## src/shared/hbw_pkg.sv

```systemverilog
// Purpose: constants and carrier types for the host bridge window and graphics control block
// Assumes: registers sit in the configuration space of the host bridge, byte-addressed
// Notes: configuration accesses are dword-wide with byte enables
//
// Overview of operation
// RQ1 - window base field sits in bits 31:12, giving the window's upper address bits
// RQ2 - window is an aligned 4 KB block below 4 GB; only bits above 11 compared
// RQ3 - with the enable bit clear (reset 0) no memory access is claimed by the window
// RQ4 - with the enable bit set, accesses inside the window are claimed and decoded
// RQ5 - after reset the window is off until software writes the enable bit to 1
// RQ6 - window hits go only to registers, never to memory, and alias nothing standard
// RQ7 - boot firmware programs the base; system software then uses it
// RQ8 - size select sits in graphics control bits 6:4, resets to 011
// RQ9 - size 000: nothing pre-allocated, no legacy video claim, sub-class reads 80h
// RQ10 - size 001: unified memory with 1 MB frame buffer
// RQ11 - size 011: unified memory with 8 MB frame buffer
// RQ12 - once the smram lock is set, size select ignores writes
// RQ13 - firmware pre-allocates graphics memory only with internal graphics enabled
// RQ14 - decode disable 0 (reset 0): legacy video cycles claimed, sub-class reads 00
// RQ15 - decode disable 1: legacy video cycles not claimed, sub-class reads 80h
// RQ16 - reserved bits read zero, ignore writes; reserved sizes mean no pre-allocation

package hbw_pkg;

   // ************************************************************
   // configuration space offsets
   // ************************************************************
   localparam logic [7:0] CFG_OFF_WINDOW = 8'h4C;
   localparam logic [7:0] CFG_OFF_GFX_CTRL = 8'h52;
   localparam logic [7:0] CFG_DWORD_GFX_CTRL = 8'h50;
   localparam int unsigned GFX_CTRL_LANE = 2; // first byte lane of graphics control

   // ************************************************************
   // field positions and reset values
   // ************************************************************
   localparam int unsigned WIN_BASE_LSB = 12;
   localparam int unsigned WIN_BASE_MSB = 31;
   localparam int unsigned WIN_EN_BIT = 0;
   localparam logic [31:0] WIN_RESET = 32'h0000_0000;
   localparam int unsigned GMS_LSB = 4;
   localparam int unsigned GMS_MSB = 6;
   localparam int unsigned VGA_DIS_BIT = 1;
   localparam logic [15:0] GFX_CTRL_RESET = 16'h0030;

   // ************************************************************
   // encodings
   // ************************************************************
   localparam logic [2:0] GMS_NONE = 3'h0;
   localparam logic [2:0] GMS_1MB = 3'h1;
   localparam logic [2:0] GMS_8MB = 3'h3;
   localparam logic [3:0] PREALLOC_1MB = 4'h1;
   localparam logic [3:0] PREALLOC_8MB = 4'h8;
   localparam logic [7:0] SUBCLASS_VGA = 8'h00;
   localparam logic [7:0] SUBCLASS_OTHER = 8'h80;

   // configuration request carrier
   typedef struct packed {
      logic wr;
      logic [7:0] addr;
      logic [3:0] be;
      logic [31:0] wdata;
   } hbw_cfg_req_t;

   // memory access presented for window decode
   typedef struct packed {
      logic [31:0] addr;
      logic wr;
   } hbw_mem_req_t;

   // graphics-side decode results
   typedef struct packed {
      logic vga_claim;
      logic [7:0] subclass;
      logic uma_mode;
      logic [3:0] prealloc_mb;
   } hbw_gfx_stat_t;

endpackage : hbw_pkg

```

## src/hw/hbw_regs.sv

```systemverilog
// Purpose: root-complex window register, graphics control register and their decode
// Assumes: one 40 MHz clock; smram_lock and all requests come from logic on this clock
// Notes: config answers one cycle after the request; window decode is registered

`timescale 1ns/1ps

module hbw_regs #(
   parameter int unsigned ADDR_W = 32
) (
   input wire logic clk,
   input wire logic rst_b,
   input wire logic cfg_valid,
   input hbw_pkg::hbw_cfg_req_t cfg_req,
   output logic cfg_ack,
   output logic cfg_hit,
   output logic [31:0] cfg_rdata,
   input wire logic mem_valid,
   input hbw_pkg::hbw_mem_req_t mem_req,
   output logic win_claim,
   output logic win_wr,
   output logic [11:0] win_offset,
   input wire logic smram_lock,
   output hbw_pkg::hbw_gfx_stat_t gfx_stat
);

   // ************************************************************
   // elaboration checks
   // ************************************************************
   // the window is 4 KB, so at least 13 address bits; nothing above 32 exists
   if (ADDR_W < 13 || ADDR_W > 32) begin : g_bad_addr_w
      $error("hbw_regs: ADDR_W must lie in 13..32");
   end

   // graphics control must share the dword that the decode uses, at the lane it reads
   if (hbw_pkg::CFG_OFF_GFX_CTRL[7:2] != hbw_pkg::CFG_DWORD_GFX_CTRL[7:2]) begin : g_bad_dword
      $error("hbw_regs: graphics control offset lies outside its dword");
   end
   if (hbw_pkg::CFG_OFF_GFX_CTRL[1:0] != 2'(hbw_pkg::GFX_CTRL_LANE)) begin : g_bad_lane
      $error("hbw_regs: graphics control lane disagrees with its offset");
   end

   // the size field is three bits in the low byte; the view and merge assume that
   if (hbw_pkg::GMS_MSB - hbw_pkg::GMS_LSB != 2 || hbw_pkg::GMS_MSB > 7) begin : g_bad_gms
      $error("hbw_regs: size select must be three bits in the low byte");
   end

   // the decode disable bit must not overlap the size field
   if (hbw_pkg::VGA_DIS_BIT >= hbw_pkg::GMS_LSB) begin : g_bad_vga_bit
      $error("hbw_regs: decode disable bit overlaps the size field");
   end

   // the base is exactly the twenty address bits above the 4 KB block
   if (hbw_pkg::WIN_BASE_MSB - hbw_pkg::WIN_BASE_LSB != 19) begin : g_bad_base
      $error("hbw_regs: window base must be twenty bits wide");
   end
   if (hbw_pkg::WIN_EN_BIT >= hbw_pkg::WIN_BASE_LSB) begin : g_bad_en_bit
      $error("hbw_regs: enable bit overlaps the window base");
   end

   // ************************************************************
   // helper functions
   // ************************************************************
   // decide whether a size select code gives a real pre-allocation
   function automatic logic gms_valid(input logic [2:0] code);
      logic ok;
      ok = 1'b0;
      case (code)
         hbw_pkg::GMS_1MB: ok = 1'b1;  // [RQ10]
         hbw_pkg::GMS_8MB: ok = 1'b1;  // [RQ11]
         default: ok = 1'b0;           // none and reserved codes [RQ9] [RQ16]
      endcase
      return ok;
   endfunction : gms_valid

   // frame buffer size in megabytes for a size select code
   function automatic logic [3:0] gms_megabytes(input logic [2:0] code);
      logic [3:0] mb;
      mb = 4'h0;
      case (code)
         hbw_pkg::GMS_1MB: mb = hbw_pkg::PREALLOC_1MB; // [RQ10]
         hbw_pkg::GMS_8MB: mb = hbw_pkg::PREALLOC_8MB; // [RQ11]
         default: mb = 4'h0;                           // [RQ9] [RQ16]
      endcase
      return mb;
   endfunction : gms_megabytes

   // merge write data into a byte lane under its enable
   function automatic logic [7:0] lane_merge(input logic [7:0] old_v, input logic [7:0] new_v,
                                             input logic en);
      return en ? new_v : old_v;
   endfunction : lane_merge

   // compare the dword part of a configuration address with a register offset
   function automatic logic dword_hit(input logic [7:0] addr, input logic [7:0] off);
      return addr[7:2] == off[7:2];
   endfunction : dword_hit

   // ************************************************************
   // register state
   // ************************************************************
   logic [19:0] win_base_r;
   logic win_en_r;
   logic [2:0] gms_r;
   logic vga_dis_r;

   // access decode of the incoming configuration request
   logic hit_window;
   logic hit_gfx;
   logic [31:0] win_wmerge;
   logic [7:0] gfx_wmerge;
   logic [31:0] win_view;
   logic [31:0] gfx_view;

   assign hit_window = dword_hit(cfg_req.addr, hbw_pkg::CFG_OFF_WINDOW);
   assign hit_gfx = dword_hit(cfg_req.addr, hbw_pkg::CFG_DWORD_GFX_CTRL);

   // qualified strobes; the register processes and the answer share them
   logic wr_window;
   logic wr_gfx;
   logic rd_strobe;
   assign wr_window = cfg_valid && cfg_req.wr && hit_window;
   assign wr_gfx = cfg_valid && cfg_req.wr && hit_gfx;
   assign rd_strobe = cfg_valid && !cfg_req.wr;

   // read views; every bit not listed below reads as zero [RQ16]
   always_comb begin
      win_view = 32'h0000_0000;
      win_view[hbw_pkg::WIN_BASE_MSB:hbw_pkg::WIN_BASE_LSB] = win_base_r; // [RQ1]
      win_view[hbw_pkg::WIN_EN_BIT] = win_en_r;
      gfx_view = 32'h0000_0000;
      gfx_view[8*hbw_pkg::GFX_CTRL_LANE + hbw_pkg::GMS_LSB +: 3] = gms_r; // [RQ8]
      gfx_view[8*hbw_pkg::GFX_CTRL_LANE + hbw_pkg::VGA_DIS_BIT] = vga_dis_r;
   end

   // byte-lane merge of write data onto the current view
   always_comb begin
      win_wmerge = win_view;
      for (int i = 0; i < 4; i++) begin
         win_wmerge[8*i +: 8] = lane_merge(win_view[8*i +: 8], cfg_req.wdata[8*i +: 8],
                                           cfg_req.be[i]);
      end
      gfx_wmerge = lane_merge(gfx_view[8*hbw_pkg::GFX_CTRL_LANE +: 8],
                              cfg_req.wdata[8*hbw_pkg::GFX_CTRL_LANE +: 8],
                              cfg_req.be[hbw_pkg::GFX_CTRL_LANE]);
   end

   // ************************************************************
   // window register
   // ************************************************************
   // base and enable; reserved bits 11:1 are simply not stored [RQ16]
   always_ff @(posedge clk) begin
      if (!rst_b) begin
         win_base_r <= hbw_pkg::WIN_RESET[hbw_pkg::WIN_BASE_MSB:hbw_pkg::WIN_BASE_LSB];
         win_en_r <= hbw_pkg::WIN_RESET[hbw_pkg::WIN_EN_BIT]; // window off after reset [RQ5]
      end else if (wr_window) begin
         win_base_r <= win_wmerge[hbw_pkg::WIN_BASE_MSB:hbw_pkg::WIN_BASE_LSB]; // [RQ1] [RQ7]
         win_en_r <= win_wmerge[hbw_pkg::WIN_EN_BIT]; // software turns it on [RQ5]
      end
   end

   // ************************************************************
   // graphics control register
   // ************************************************************
   // size select freezes under the smram lock; the decode disable bit stays writable
   always_ff @(posedge clk) begin
      if (!rst_b) begin
         gms_r <= hbw_pkg::GFX_CTRL_RESET[hbw_pkg::GMS_MSB:hbw_pkg::GMS_LSB]; // [RQ8]
      end else if (wr_gfx && !smram_lock) begin // [RQ12]
         gms_r <= gfx_wmerge[hbw_pkg::GMS_MSB:hbw_pkg::GMS_LSB]; // [RQ8] [RQ13]
      end
   end

   // legacy video decode disable
   always_ff @(posedge clk) begin
      if (!rst_b) begin
         vga_dis_r <= hbw_pkg::GFX_CTRL_RESET[hbw_pkg::VGA_DIS_BIT]; // [RQ14]
      end else if (wr_gfx) begin
         vga_dis_r <= gfx_wmerge[hbw_pkg::VGA_DIS_BIT];
      end
   end

   // ************************************************************
   // configuration answer
   // ************************************************************
   // one-cycle ack for every request, hit only for this block's two dwords
   always_ff @(posedge clk) begin
      if (!rst_b) begin
         cfg_ack <= 1'b0;
         cfg_hit <= 1'b0;
      end else begin
         cfg_ack <= cfg_valid;
         cfg_hit <= cfg_valid && (hit_window || hit_gfx);
      end
   end

   // read data stands one cycle and falls back to zero, so no stale word lingers
   always_ff @(posedge clk) begin
      if (!rst_b) begin
         cfg_rdata <= 32'h0000_0000;
      end else if (rd_strobe && hit_window) begin
         cfg_rdata <= win_view;
      end else if (rd_strobe && hit_gfx) begin
         cfg_rdata <= gfx_view; // low half belongs to other registers, reads zero
      end else begin
         cfg_rdata <= 32'h0000_0000; // writes and unmapped reads [RQ16]
      end
   end

   // ************************************************************
   // window decode
   // ************************************************************
   logic addr_in_space;
   logic base_match;

   // addresses beyond the decoded space never hit, even if the base aliases there
   always_comb begin
      addr_in_space = 1'b1;
      for (int b = int'(hbw_pkg::WIN_BASE_LSB); b < 32; b++) begin
         if (b >= ADDR_W && mem_req.addr[b]) begin
            addr_in_space = 1'b0;
         end
      end
   end

   // compare above bit 11 only: the block is naturally 4 KB aligned [RQ2]
   assign base_match = (mem_req.addr[hbw_pkg::WIN_BASE_MSB:hbw_pkg::WIN_BASE_LSB]
                        == win_base_r) && addr_in_space;

   // a claim needs a request, the enable and a base match, all at the same edge
   logic claim_now;
   assign claim_now = mem_valid && win_en_r && base_match; // [RQ3] [RQ4]

   // registered claim; the hit is routed to the register set, never to memory [RQ6]
   always_ff @(posedge clk) begin
      if (!rst_b) begin
         win_claim <= 1'b0;
      end else begin
         win_claim <= claim_now; // [RQ3] [RQ4]
      end
   end

   // target holds between claims, so the register set sees a steady offset
   always_ff @(posedge clk) begin
      if (!rst_b) begin
         win_wr <= 1'b0;
         win_offset <= 12'h000;
      end else if (claim_now) begin
         win_wr <= mem_req.wr;
         win_offset <= mem_req.addr[11:0]; // [RQ4]
      end
   end

   // ************************************************************
   // graphics status outputs
   // ************************************************************
   // reserved codes count as no pre-allocation [RQ16]
   logic size_ok;
   assign size_ok = gms_valid(gms_r);

   // a reserved or zero size behaves like no pre-allocation for claim and sub-class
   always_ff @(posedge clk) begin
      if (!rst_b) begin
         gfx_stat.vga_claim <= 1'b0;
         gfx_stat.subclass <= hbw_pkg::SUBCLASS_OTHER;
         gfx_stat.uma_mode <= 1'b0;
         gfx_stat.prealloc_mb <= 4'h0;
      end else begin
         gfx_stat.uma_mode <= size_ok; // [RQ10] [RQ11]
         gfx_stat.prealloc_mb <= gms_megabytes(gms_r);
         if (size_ok && !vga_dis_r) begin
            gfx_stat.vga_claim <= 1'b1;                     // [RQ14]
            gfx_stat.subclass <= hbw_pkg::SUBCLASS_VGA;     // [RQ14]
         end else begin
            gfx_stat.vga_claim <= 1'b0;                     // [RQ9] [RQ15]
            gfx_stat.subclass <= hbw_pkg::SUBCLASS_OTHER;   // [RQ9] [RQ15]
         end
      end
   end

endmodule : hbw_regs

```

## config.mk

```make
export PLATFORM = sky130hd
export DESIGN_NAME = hbw_regs
export DESIGN_NICKNAME = d
export VERILOG_FILES = /design/src/shared/hbw_pkg.sv /design/src/hw/hbw_regs.sv
export SDC_FILE = /design/constraint.sdc
export NUM_CORES = 1
export LEC_CHECK = 0
export BUFFER_PORTS_ARGS = -buffer_cell sky130_fd_sc_hd__buf_2
export CAP_MARGIN = 10
export CELL_PAD_IN_SITES_DETAIL_PLACEMENT = 2
export CELL_PAD_IN_SITES_GLOBAL_PLACEMENT = 2
export CORE_ASPECT_RATIO = 0.6
export CORE_MARGIN = 1
export CORE_UTILIZATION = 25
export CTS_BUF_LIST = sky130_fd_sc_hd__clkbuf_8
export DETAILED_ROUTE_END_ITERATION = 8
export GPL_TIMING_DRIVEN = 0
export PLACE_DENSITY = 0.87
export SLEW_MARGIN = 40
export SYNTH_ARGS = -nofsm -noshare
export SYNTH_HDL_FRONTEND = slang
export SYNTH_SLANG_ARGS = --single-unit
```

## constraint.sdc

```tcl
create_clock -name clk -period 2.25 [get_ports clk]
set_clock_uncertainty 0.05 [all_clocks]
set_input_delay 0.45 -clock clk [delete_from_list [all_inputs] [get_ports clk]]
set_output_delay 0.45 -clock clk [all_outputs]
set_load 0.005 [all_outputs]
```

After elaboration in Yosys (flattened, before gate mapping)
Index checks and enable logic that the tools add are counted.
- bits in registers: 87
- input bits: 83
- logic and storage cells: 51
- reduce and logical (&&, ||, !) cells: 23
- eq/ne operators: 5
- bitwise logic cells: 1
- multiplexer cells: 5
- operators with widths (kind ; count):
    32-bit two-way mux ; 1
    23-bit two-way mux ; 1
    20-bit == test ; 1
    6-bit by 5-bit == test with 1-bit output (second input constant) ; 2
    2-bit AND reduction ; 6
    1-bit logical AND ; 11
    9-bit two-way mux ; 1
    4-bit case mux with 2 select lines ; 1
    2-bit OR reduction ; 2
    3-bit by 1-bit == test with 1-bit output (second input constant) ; 1
    3-bit by 2-bit == test with 1-bit output (second input constant) ; 1
    1-bit zero test ; 3
    1-bit logical OR ; 1
    1-bit two-way mux ; 1
    1-bit inverter ; 1

Logic depth before layout (Yosys ltp)
Gate-level depths: netlist of run 1.
- word-level depth: 5
- mapped depth: 6

Worst setup path after synthesis of run 1
No wires, ideal clock.
- kind: input to register
- from: input port mem_req[16] in the netlist's numbering
- to: register win_offset[10]
- arrival: 1619 ps
- stages on the path: 6
- required time: 2068 ps
- path slack: 449 ps
- setup time: 132 ps
- cells stage by stage: xnor2_1 -> nand4_1 -> or4_1 -> buf_2 -> o21ai_1 -> a21oi_1
- cells in the longest elaborated chain, start to end: 2
- ends and longest elaborated chain (element ; RTL line ; source):
    from (decl) ; hbw_regs.sv:18 ; input hbw_pkg::hbw_mem_req_t mem_req,
    20-bit == test ; hbw_regs.sv:227 ; == win_base_r) && addr_in_space;
    1-bit logical AND ; hbw_regs.sv:231 ; assign claim_now = mem_valid && win_en_r && base_match;
    to (signal assigned) ; hbw_regs.sv:249 ; win_offset <= mem_req.addr[11:0];
    to (decl) ; hbw_regs.sv:21 ; output logic [11:0] win_offset,
Every way passes these cells.
A chain may end at the register's enable or synchronous reset.

Worst setup path in the final report of run 1
- from: register win_base_r[14]
- to: register win_wr
- cells in the longest elaborated chain, start to end: 2
- ends and longest elaborated chain (element ; RTL line ; source):
    from (decl) ; hbw_regs.sv:101 ; logic [19:0] win_base_r;
    from (signal assigned) ; hbw_regs.sv:153 ; win_base_r <= hbw_pkg::WIN_RESET[hbw_pkg::WIN_BASE_MSB:hbw_pkg::WIN_BASE_LSB];
    from (signal assigned) ; hbw_regs.sv:156 ; win_base_r <= win_wmerge[hbw_pkg::WIN_BASE_MSB:hbw_pkg::WIN_BASE_LSB];
    20-bit == test ; hbw_regs.sv:227 ;
    1-bit logical AND ; hbw_regs.sv:231 ;
    to (signal assigned) ; hbw_regs.sv:248 ; win_wr <= mem_req.wr;
    to (decl) ; hbw_regs.sv:20 ; output logic win_wr,
Every way passes these cells.

==> results of run 1 <==
[cell usage in the layout (no fill, tap or decap), types with 5 or more instances in the layout]
cell      netlist  final
inv_1           4      6
buf_4          21     21
buf_2           5    115
clkbuf_8        0     10
nand3_1        36     36
mux2i_1         5      5
and2_1         18     18
clkbuf_1        7      7
o21ai_1         9      9
nor2_1          5      5
conb_1          1     20
xnor2_1        20     20
dfxtp_1        67     67
nand2_1        31     31
a21oi_1        34     34
[area by class of cell]
class / count / area (um^2)
inverters: 5 / 18.8
multi-input cells: 206 / 1180
flip-flops and latches: 67 / 1340
fillers: 1186 / 6430
plain buffers: 33 / 209
repair buffers: 110 / 551
well taps: 135 / 169
clock buffers: 10 / 138
clock inverters: 6 / 57.6
[worst register-to-register path, delay by kind of cell, from the launching register on]
family                 cells  cell delay (ns)
AND/OR/NAND/NOR            2             0.83
flip-flops                 1             0.33
AO/OA/AOI/OAI              2             0.24
buffers and inverters      1             0.22
XOR/XNOR                   1             0.26
[power groups by stage]
stage / logic (mW) / registers [mW] / clock network (mW)
2_1_floorplan: 0.0787 / 1.22 / 0
3_3_place_gp: 0.171 / 1.22 / 0
3_5_place_dp: 0.176 / 1.22 / 0
4_1_cts: 0.177 / 1.19 / 1.03
5_1_grt: 0.196 / 1.19 / 1.08
6_report: 0.178 / 1.19 / 0.995
[layer usage]
| layer | share of wire (%) | up-vias | GRT usage, % |
|---|---|---|---|
| li1 | - | 1229 | - |
| met1 | 47 | 1194 | 22.5 |
| met2 | 45 | 86 | 28.3 |
| met3 | 6.6 | 11 | 5.37 |
| met4 | 1.3 | 0 | 6.07 |
| met5 | 0 | - | 0 |
[worst paths after layout]
check            startpoint     endpoint  cells after the start
min                   rst_b     gms_r[1]                      2
min reg2reg        gms_r[1]  gfx_stat[0]                      1
max          win_base_r[14]       win_wr                      6
max reg2reg  win_base_r[14]       win_wr                      6
[cells by family after synthesis]
group           after synthesis  share of synthesized area [%]
compound gates               51                           10.1
xor+xnor                     20                           6.58
buf+inv                      38                           8.55
flops                        67                           50.4
mux                           5                           1.88
other cells                   1                          0.141
simple gates                110                           22.4
[repair_timing]
action                     CTS  global route
hold buffers                 0             0
gates resized for setup      0             2
setup endpoints to repair    0             6
[stage by stage]
stage          instances  utilization, %  worst slack (ns)  area [um^2]
2_1_floorplan        311               -             0.449         2730
3_3_place_gp         556            34.2           -0.0420         3450
3_5_place_dp         556            34.2            -0.103         3450
4_1_cts              572            36.2            0.0945         3650
5_1_grt              572            36.3            0.0183         3660
6_report             572            36.3             0.182         3660
[registers in the layout, summed over array words and instances, names as in the netlist, 3 cells and up]
name        flops
cfg_rdata      21
gfx_stat        5
gms_r           3
win_base_r     20
win_offset     12
==> impl_metrics.env, run 1 <==
export IMPL_combinationalPowerShare_pct=7.5
export IMPL_netlist_top_cells_area="dfxtp_1 (50%), nand3_1 (6.8%), xnor2_1 (6.6%), a21oi_1 (6.4%), buf_4 (5.9%)"
export IMPL_power_density_mw_per_mm2=646
export IMPL_core_area_mm2=0.0101
export IMPL_worstPathCellList="xnor2_1 -> nand4_1 -> or4_4 -> buf_2 -> o21ai_1 -> a21oi_1"
export IMPL_grt_pass1_wl_mm=13.9
export IMPL_grt_pass1_vias=2626
export IMPL_post_route_min_period_ns=2.07
export IMPL_slew_limit_headroom_pct=58.0
export IMPL_p_sw_share_pct=23.4
export IMPL_cp_required_ns=2.41
export IMPL_yosysMostFrequentCell="dfxtp_1"
export IMPL_die_height_um=81.9
export IMPL_drt_total_wl_mm=9.26
export IMPL_cts_setup_buffers=0
export IMPL_start_util_pct=26.4
export IMPL_status="complete, no violations"
export IMPL_cts_sinks=67
export IMPL_cts_htree_levels=3
export IMPL_antenna_found_initial=0
export IMPL_vias=2520
export IMPL_clockBufferDepth=2
export IMPL_fmax_ghz=0.483
export IMPL_syn2layout_area_growth_pct=37.5
export IMPL_io_pins=145
export IMPL_rsz0062_at_grt="no"
export IMPL_syn_avg_cell_area_um2=9.12
export IMPL_num_rows=28
export IMPL_cpMaxStageDelayCell="or4_4"
export IMPL_cts_root_buf="clkbuf_8"
export IMPL_ir_worst_vdd_mv=0.230
export IMPL_path_delay_family="simple AND/OR/NAND/NOR gates"
export IMPL_dp_hpwl_mm=7.50
export IMPL_end_kind="flop"
export IMPL_holdCritPathClass="input port to flop"
export IMPL_synth_cells=292
export IMPL_ys_types=32
export IMPL_clkPwrFrac_pct=42.1
export IMPL_synth_seq_cells=67
export IMPL_cts_tree="done"
export IMPL_cp_max_fo=10
export IMPL_setup_violations=0
export IMPL_holdWs_ns=0.272
export IMPL_drc=0
export IMPL_synth_top_cell_area_share_pct=50.4
export IMPL_ys_seq_area_share_pct=50.4
export IMPL_critical_path_class="flop to flop"
export IMPL_ant_nets=0
export IMPL_final_max_slew_viol_count=0
export IMPL_critical_path_max_stage_delay_ns=0.61
export IMPL_ys_flop_type="dfxtp_1"
export IMPL_p_int_mw=1.81
export IMPL_tightest_slew_ns=0.629
export IMPL_synth_edf_count=0
export IMPL_cts_buffers_inserted=9
export IMPL_synth_commonest_cells="dfxtp_1 (67), nand3_1 (36), a21oi_1 (34), nand2_1 (31), buf_4 (21)"
export IMPL_p_leak_nw=1.63
export IMPL_vias_per_cell=4.41
export IMPL_grt_overflow_total=0
export IMPL_startpoint_type="flop"
export IMPL_power_mw=2.36
export IMPL_final_period_utilization_pct=91.9
export IMPL_cp_arrival_ns=2.23
export IMPL_reg2reg_setup_slack_ns=0.18
export IMPL_clk_pin_slew_ns=0.07
export IMPL_grt_max_degree=12
export IMPL_ys_async_sr_fraction_pct=0
export IMPL_yosys_area_top_type="dfxtp_1"
export IMPL_setup_tns_ns=0
export IMPL_drt_iter0_drc=62
export IMPL_hold_violations=0
export IMPL_clkLatencyLatePin_ns=0.35
export IMPL_dieWidth_um=135
export IMPL_grt_usage_pct=17.6
export IMPL_pwr_share_seq_pct=50.4
export IMPL_drive_gt1_share_pct=36.4
export IMPL_yosysWarningCount=0
export IMPL_antennaDiodeCount=0
export IMPL_die_area_mm2=0.0111
export IMPL_dr_pass1_iters=4
export IMPL_synth_area_mm2=0.00266
export IMPL_place_gp_congestion=0.799
export IMPL_switchingPower_mw=0.553
export IMPL_portBuffers=110
export IMPL_finalNetCount=515
export IMPL_cap_viol_max_count=0
export IMPL_crit_buf_inv=1
export IMPL_wl_per_cell_um=16.2
Note: power is estimated with default switching activity, not from simulation.
==> run 2: changes to the inputs <==
--- a/config.mk
+++ b/config.mk
@@ -9,7 +9,7 @@
 export CAP_MARGIN = 10
 export CELL_PAD_IN_SITES_DETAIL_PLACEMENT = 2
 export CELL_PAD_IN_SITES_GLOBAL_PLACEMENT = 2
-export CORE_ASPECT_RATIO = 0.6
+export CORE_ASPECT_RATIO = 1.1
 export CORE_MARGIN = 1
 export CORE_UTILIZATION = 25
 export CTS_BUF_LIST = sky130_fd_sc_hd__clkbuf_8
==> impl_metrics.env, run 2 (synthesis gave the netlist of run 1 again) <==
export IMPL_status="complete, no violations"
export IMPL_dp_cells=564
export IMPL_ir_worst_vdd_mv=0.208
export IMPL_crit_buf_inv=1
export IMPL_power_mw=2.35
export IMPL_portBuffers=110
export IMPL_critical_path_class="flop to flop"
export IMPL_antenna_found_initial=0
export IMPL_dr_pass1_iters=3
export IMPL_post_route_worst_setup_slack_ns=0.206
export IMPL_grt_max_degree=13
export IMPL_fmax_ghz=0.489
export IMPL_die_area_mm2=0.0111
export IMPL_dp_hpwl_mm=7.50
export IMPL_largest_register_ffs=21
export IMPL_dpl_instance_area_mm2=0.00346
export IMPL_multi_input_area_mm2=0.00116
export IMPL_vias_per_cell=4.40
export IMPL_clockBufferDepth=2
export IMPL_tightest_slew_ns=0.614
export IMPL_worstPathCellList="xnor2_1 -> nand4_1 -> or4_1 -> buf_2 -> o21ai_1 -> a21oi_1"
export IMPL_drive_gt1_share_pct=36.6
export IMPL_ant_nets=0
export IMPL_holdCritStartpoint="rst_b"
export IMPL_wl_per_cell_um=15.5
export IMPL_largestRegisters="cfg_rdata x21, win_base_r x20, win_offset x12"
export IMPL_dieWidth_um=100
export IMPL_cts_sinks=67
export IMPL_register_area_mm2=0.00134
export IMPL_end_kind="flop"
export IMPL_final_cell_mix="buf_2 (115), dfxtp_1 (67), nand3_1 (36)"
export IMPL_power_density_mw_per_mm2=642
export IMPL_holdCritPathClass="input port to flop"
export IMPL_grt_overflow_total=0
export IMPL_cts_setup_buffers=0
export IMPL_path_delay_family="simple AND/OR/NAND/NOR gates"
export IMPL_clk_pin_slew_ns=0.08
export IMPL_cts_tree="done"
export IMPL_cts_resized_gates=0
export IMPL_rsz0062_at_grt="no"
export IMPL_final_max_slew_viol_count=0
export IMPL_post_route_util_pct=35.2
export IMPL_cp_max_fo=10
export IMPL_regMostFlops="cfg_rdata"
export IMPL_cts_root_buf="clkbuf_8"
export IMPL_final_cell_area_mm2=0.00366
export IMPL_final_common_cell="buf_2"
export IMPL_instances_no_fill=580
export IMPL_startpoint_type="flop"
export IMPL_syn2layout_area_growth_pct=37.3
export IMPL_startpoint="win_base_r[3]"
export IMPL_p_leak_nw=1.61
export IMPL_die_height_um=110
export IMPL_finalNetCount=515
export IMPL_io_pins=145
export IMPL_critical_path_max_stage_delay_ns=0.63
export IMPL_cts_htree_levels=3
export IMPL_cp_arrival_ns=2.19
export IMPL_vias=2553
export IMPL_grt_pass1_vias=2829
export IMPL_place_ws_ns=-0.0448
export IMPL_cap_viol_max_count=0
export IMPL_hold_buffers=0
export IMPL_hold_violations=0
export IMPL_slew_limit_headroom_pct=59.1
export IMPL_start_util_pct=25.6
export IMPL_cpMaxStageDelayCell="or4_1"
export IMPL_reg2reg_setup_slack_ns=0.21
export IMPL_clkLatencyLatePin_ns=0.34
export IMPL_cp_required_ns=2.40
export IMPL_fill_cells=1236
export IMPL_final_period_utilization_pct=90.8
export IMPL_drt_iter0_drc=24
export IMPL_cts_buffers_inserted=9
export IMPL_antennaDiodeCount=0
export IMPL_r2r_start="win_base_r[3]"
export IMPL_setup_violations=0
export IMPL_grt_pass1_wl_mm=14.0
export IMPL_post_route_min_period_ns=2.04
export IMPL_drc=0
export IMPL_drt_total_wl_mm=8.99
export IMPL_grt_usage_pct=17.0
export IMPL_num_rows=39
export IMPL_place_gp_congestion=0.806
export IMPL_core_area_mm2=0.0104
[run 2: worst reg2reg max path, stage by stage (launching register included)]
cell,delay [ns]
dfxtp_1,0.34
xnor2_1,0.22
nand4_1,0.20
or4_1,0.63
buf_2,0.23
o21ai_1,0.15
a21oi_1,0.08
[run 2: area by class of cell]
cell class / instances / share of cell area (%)
Buffer: 33 / 5.72
Tap cell: 143 / 4.89
Multi-Input combinational cell: 206 / 31.9
Inverter: 5 / 0.513
Timing Repair Buffer: 110 / 15.1
Sequential cell: 67 / 36.7
Clock inverter: 7 / 1.88
Clock buffer: 9 / 3.39
[run 2: per-layer routing]
metal  GRT usage [%]  up-vias  routed length, um
met3            5.61        8                683
met5               0        -                  0
met2            33.2       93               4830
li1                -     1230                  -
met1            16.9     1222               3390
met4            5.28        0                 84
[run 2: final timing paths]
| path | to | depth (start not counted) |
|---|---|---|
| worst min register to register | gfx_stat[0] | 1 |
| worst max-delay path | win_offset[6] | 6 |
| worst min-delay path | gms_r[1] | 2 |
| worst max register to register | win_offset[6] | 6 |
[run 2: power by group]
group / internal, mW / switching, mW / total [mW] / leakage (nW)
clock network: 0.507 / 0.474 / 0.982 / 0.0950
registers: 1.19 / 0.00154 / 1.19 / 0.541
logic: 0.0891 / 0.0852 / 0.174 / 0.972
total: 1.79 / 0.561 / 2.35 / 1.61
[run 2: per-stage QoR]
step	hold WS [ns]	TNS, ns
global placement	0.407	-0.0112
finish	0.283	0
CTS	0.264	0
floorplan	0.370	0
detailed placement	0.411	-0.424
global route	0.282	0
==> run 3: changes to the inputs <==
--- a/config.mk
+++ b/config.mk
@@ -5,17 +5,17 @@
 export SDC_FILE = /design/constraint.sdc
 export NUM_CORES = 1
 export LEC_CHECK = 0
-export BUFFER_PORTS_ARGS = -buffer_cell sky130_fd_sc_hd__buf_2
 export CAP_MARGIN = 10
 export CELL_PAD_IN_SITES_DETAIL_PLACEMENT = 2
 export CELL_PAD_IN_SITES_GLOBAL_PLACEMENT = 2
 export CORE_ASPECT_RATIO = 1.1
 export CORE_MARGIN = 1
-export CORE_UTILIZATION = 25
+export CORE_UTILIZATION = 35
 export CTS_BUF_LIST = sky130_fd_sc_hd__clkbuf_8
 export DETAILED_ROUTE_END_ITERATION = 8
+export DONT_BUFFER_PORTS = 1
 export GPL_TIMING_DRIVEN = 0
-export PLACE_DENSITY = 0.87
+export PLACE_DENSITY = 0.86
 export SLEW_MARGIN = 40
 export SYNTH_ARGS = -nofsm -noshare
 export SYNTH_HDL_FRONTEND = slang
==> impl_metrics.env, run 3 (synthesis gave the netlist of run 1 again) <==
export IMPL_status="complete, no violations"
export IMPL_num_rows=32
export IMPL_dr_pass1_iters=4
export IMPL_core_area_mm2=0.00717
export IMPL_final_max_slew_viol_count=0
export IMPL_grt_pass1_vias=2318
export IMPL_grt_overflow_total=0
export IMPL_finalNetCount=405
export IMPL_vias_per_cell=5.14
export IMPL_cp_required_ns=2.45
export IMPL_cts_resized_gates=0
export IMPL_holdWs_ns=0.140
export IMPL_final_period_utilization_pct=91.6
export IMPL_worstPathCellList="xnor2_1 -> nand4_1 -> nor3_1 -> clkbuf_1 -> nand3_1 -> a21oi_1"
export IMPL_cp_max_fo=10
export IMPL_regMostFlops="cfg_rdata"
export IMPL_register_area_mm2=0.00134
export IMPL_ant_nets=0
export IMPL_start_util_pct=37.2
export IMPL_cts_root_buf="clkbuf_8"
export IMPL_antenna_found_initial=0
export IMPL_critical_path_max_stage_delay_ns=0.44
export IMPL_cap_viol_max_count=0
export IMPL_fmax_ghz=0.485
export IMPL_drc=0
export IMPL_portBuffers=0
export IMPL_clockBufferDepth=2
export IMPL_multi_input_area_mm2=0.00116
export IMPL_die_height_um=93.5
export IMPL_hold_buffers=0
export IMPL_antennaDiodeCount=0
export IMPL_cts_tree="done"
export IMPL_largest_register_ffs=21
export IMPL_cp_arrival_ns=2.27
export IMPL_crit_buf_inv=1
export IMPL_grt_max_degree=13
export IMPL_place_gp_congestion=0.730
export IMPL_tightest_slew_ns=0.563
export IMPL_holdCritPathClass="input port to flop"
export IMPL_hold_violations=0
export IMPL_setup_violations=0
export IMPL_drive_gt1_share_pct=15.3
export IMPL_vias=2118
export IMPL_final_cell_mix="dfxtp_1 (67), nand3_1 (36), a21oi_1 (34)"
export IMPL_dp_hpwl_mm=5.92
export IMPL_dieWidth_um=85.2
export IMPL_syn2layout_area_growth_pct=15.7
export IMPL_r2r_start="win_base_r[5]"
export IMPL_cts_sinks=67
export IMPL_clkLatencyLatePin_ns=0.33
export IMPL_largestRegisters="cfg_rdata x21, win_base_r x20, win_offset x12"
export IMPL_final_common_cell="dfxtp_1"
export IMPL_fill_cells=793
export IMPL_cts_htree_levels=3
export IMPL_rsz0062_at_grt="no"
export IMPL_cts_buffers_inserted=9
export IMPL_cts_setup_buffers=0
export IMPL_drt_total_wl_mm=7.75
export IMPL_clk_pin_slew_ns=0.08
export IMPL_setup_tns_ns=0
export IMPL_holdCritStartpoint="rst_b"
export IMPL_io_pins=145
export IMPL_drt_iter0_drc=55
export IMPL_startpoint="win_base_r[5]"
export IMPL_slew_limit_headroom_pct=62.5
export IMPL_ir_worst_vdd_mv=0.301
export IMPL_power_density_mw_per_mm2=810
export IMPL_critical_path_class="flop to flop"
export IMPL_post_route_min_period_ns=2.06
export IMPL_end_kind="flop"
export IMPL_path_delay_family="simple AND/OR/NAND/NOR gates"
export IMPL_die_area_mm2=0.00796
export IMPL_wl_per_cell_um=18.8
export IMPL_grt_usage_pct=20.1
export IMPL_grt_pass1_wl_mm=12.1
export IMPL_p_leak_nw=1.14
export IMPL_cpMaxStageDelayCell="nor3_1"
export IMPL_startpoint_type="flop"
==> run 3: cell types whose count changed in the layout (fill, tap and decap cells not counted), sizes merged <==
cell / before / now
buf: 136 / 26
bufinv: 1 / 3
clkinv: 4 / 3
clkinvlp: 2 / 1
==> run 3: final cells by class <==
type | count | area share (%)
buffer | 33 | 6.78
clock buffer | 9 | 4.02
clock inverter | 7 | 3.78
inverter | 5 | 0.609
multi-input combinational | 206 | 37.8
sequential | 67 | 43.5
tap | 85 | 3.45
==> run 3: power breakdown <==
part           switching, mW  total, mW  internal, mW
registers            0.00271       1.19          1.19
logic                 0.0499     0.0953        0.0454
clock network          0.472       1.21         0.735
==> run 3: final timing paths <==
kind	slack, ns	cells after the start	endpoint
max	0.19	6	win_offset[6]
min	0.14	1	gms_r[1]
max reg2reg	0.19	6	win_offset[6]
min reg2reg	0.44	1	gfx_stat[0]
==> run 3: layer usage <==
metal,wire length [um],vias to the layer above,GRT usage (%)
met4,99,0,6.36
li1,-,1012,-
met2,4100,82,37.5
met1,3000,1016,21.5
met3,555,8,6.09
met5,0,-,0
==> run 3: stage by stage <==
step           setup slack [ns]  instance area, um^2  utilization, %  instances  total power, mW
2_1_floorplan             0.449                 2730               -        311             1.30
3_3_place_gp              0.114                 2840            39.6        396             1.31
3_5_place_dp              0.137                 2840            39.6        396             1.32
4_1_cts                   0.143                 3080            43.0        412             2.52
5_1_grt                  0.0408                 3080            43.0        412             2.58
6_report                  0.189                 3080            43.0        412             2.49
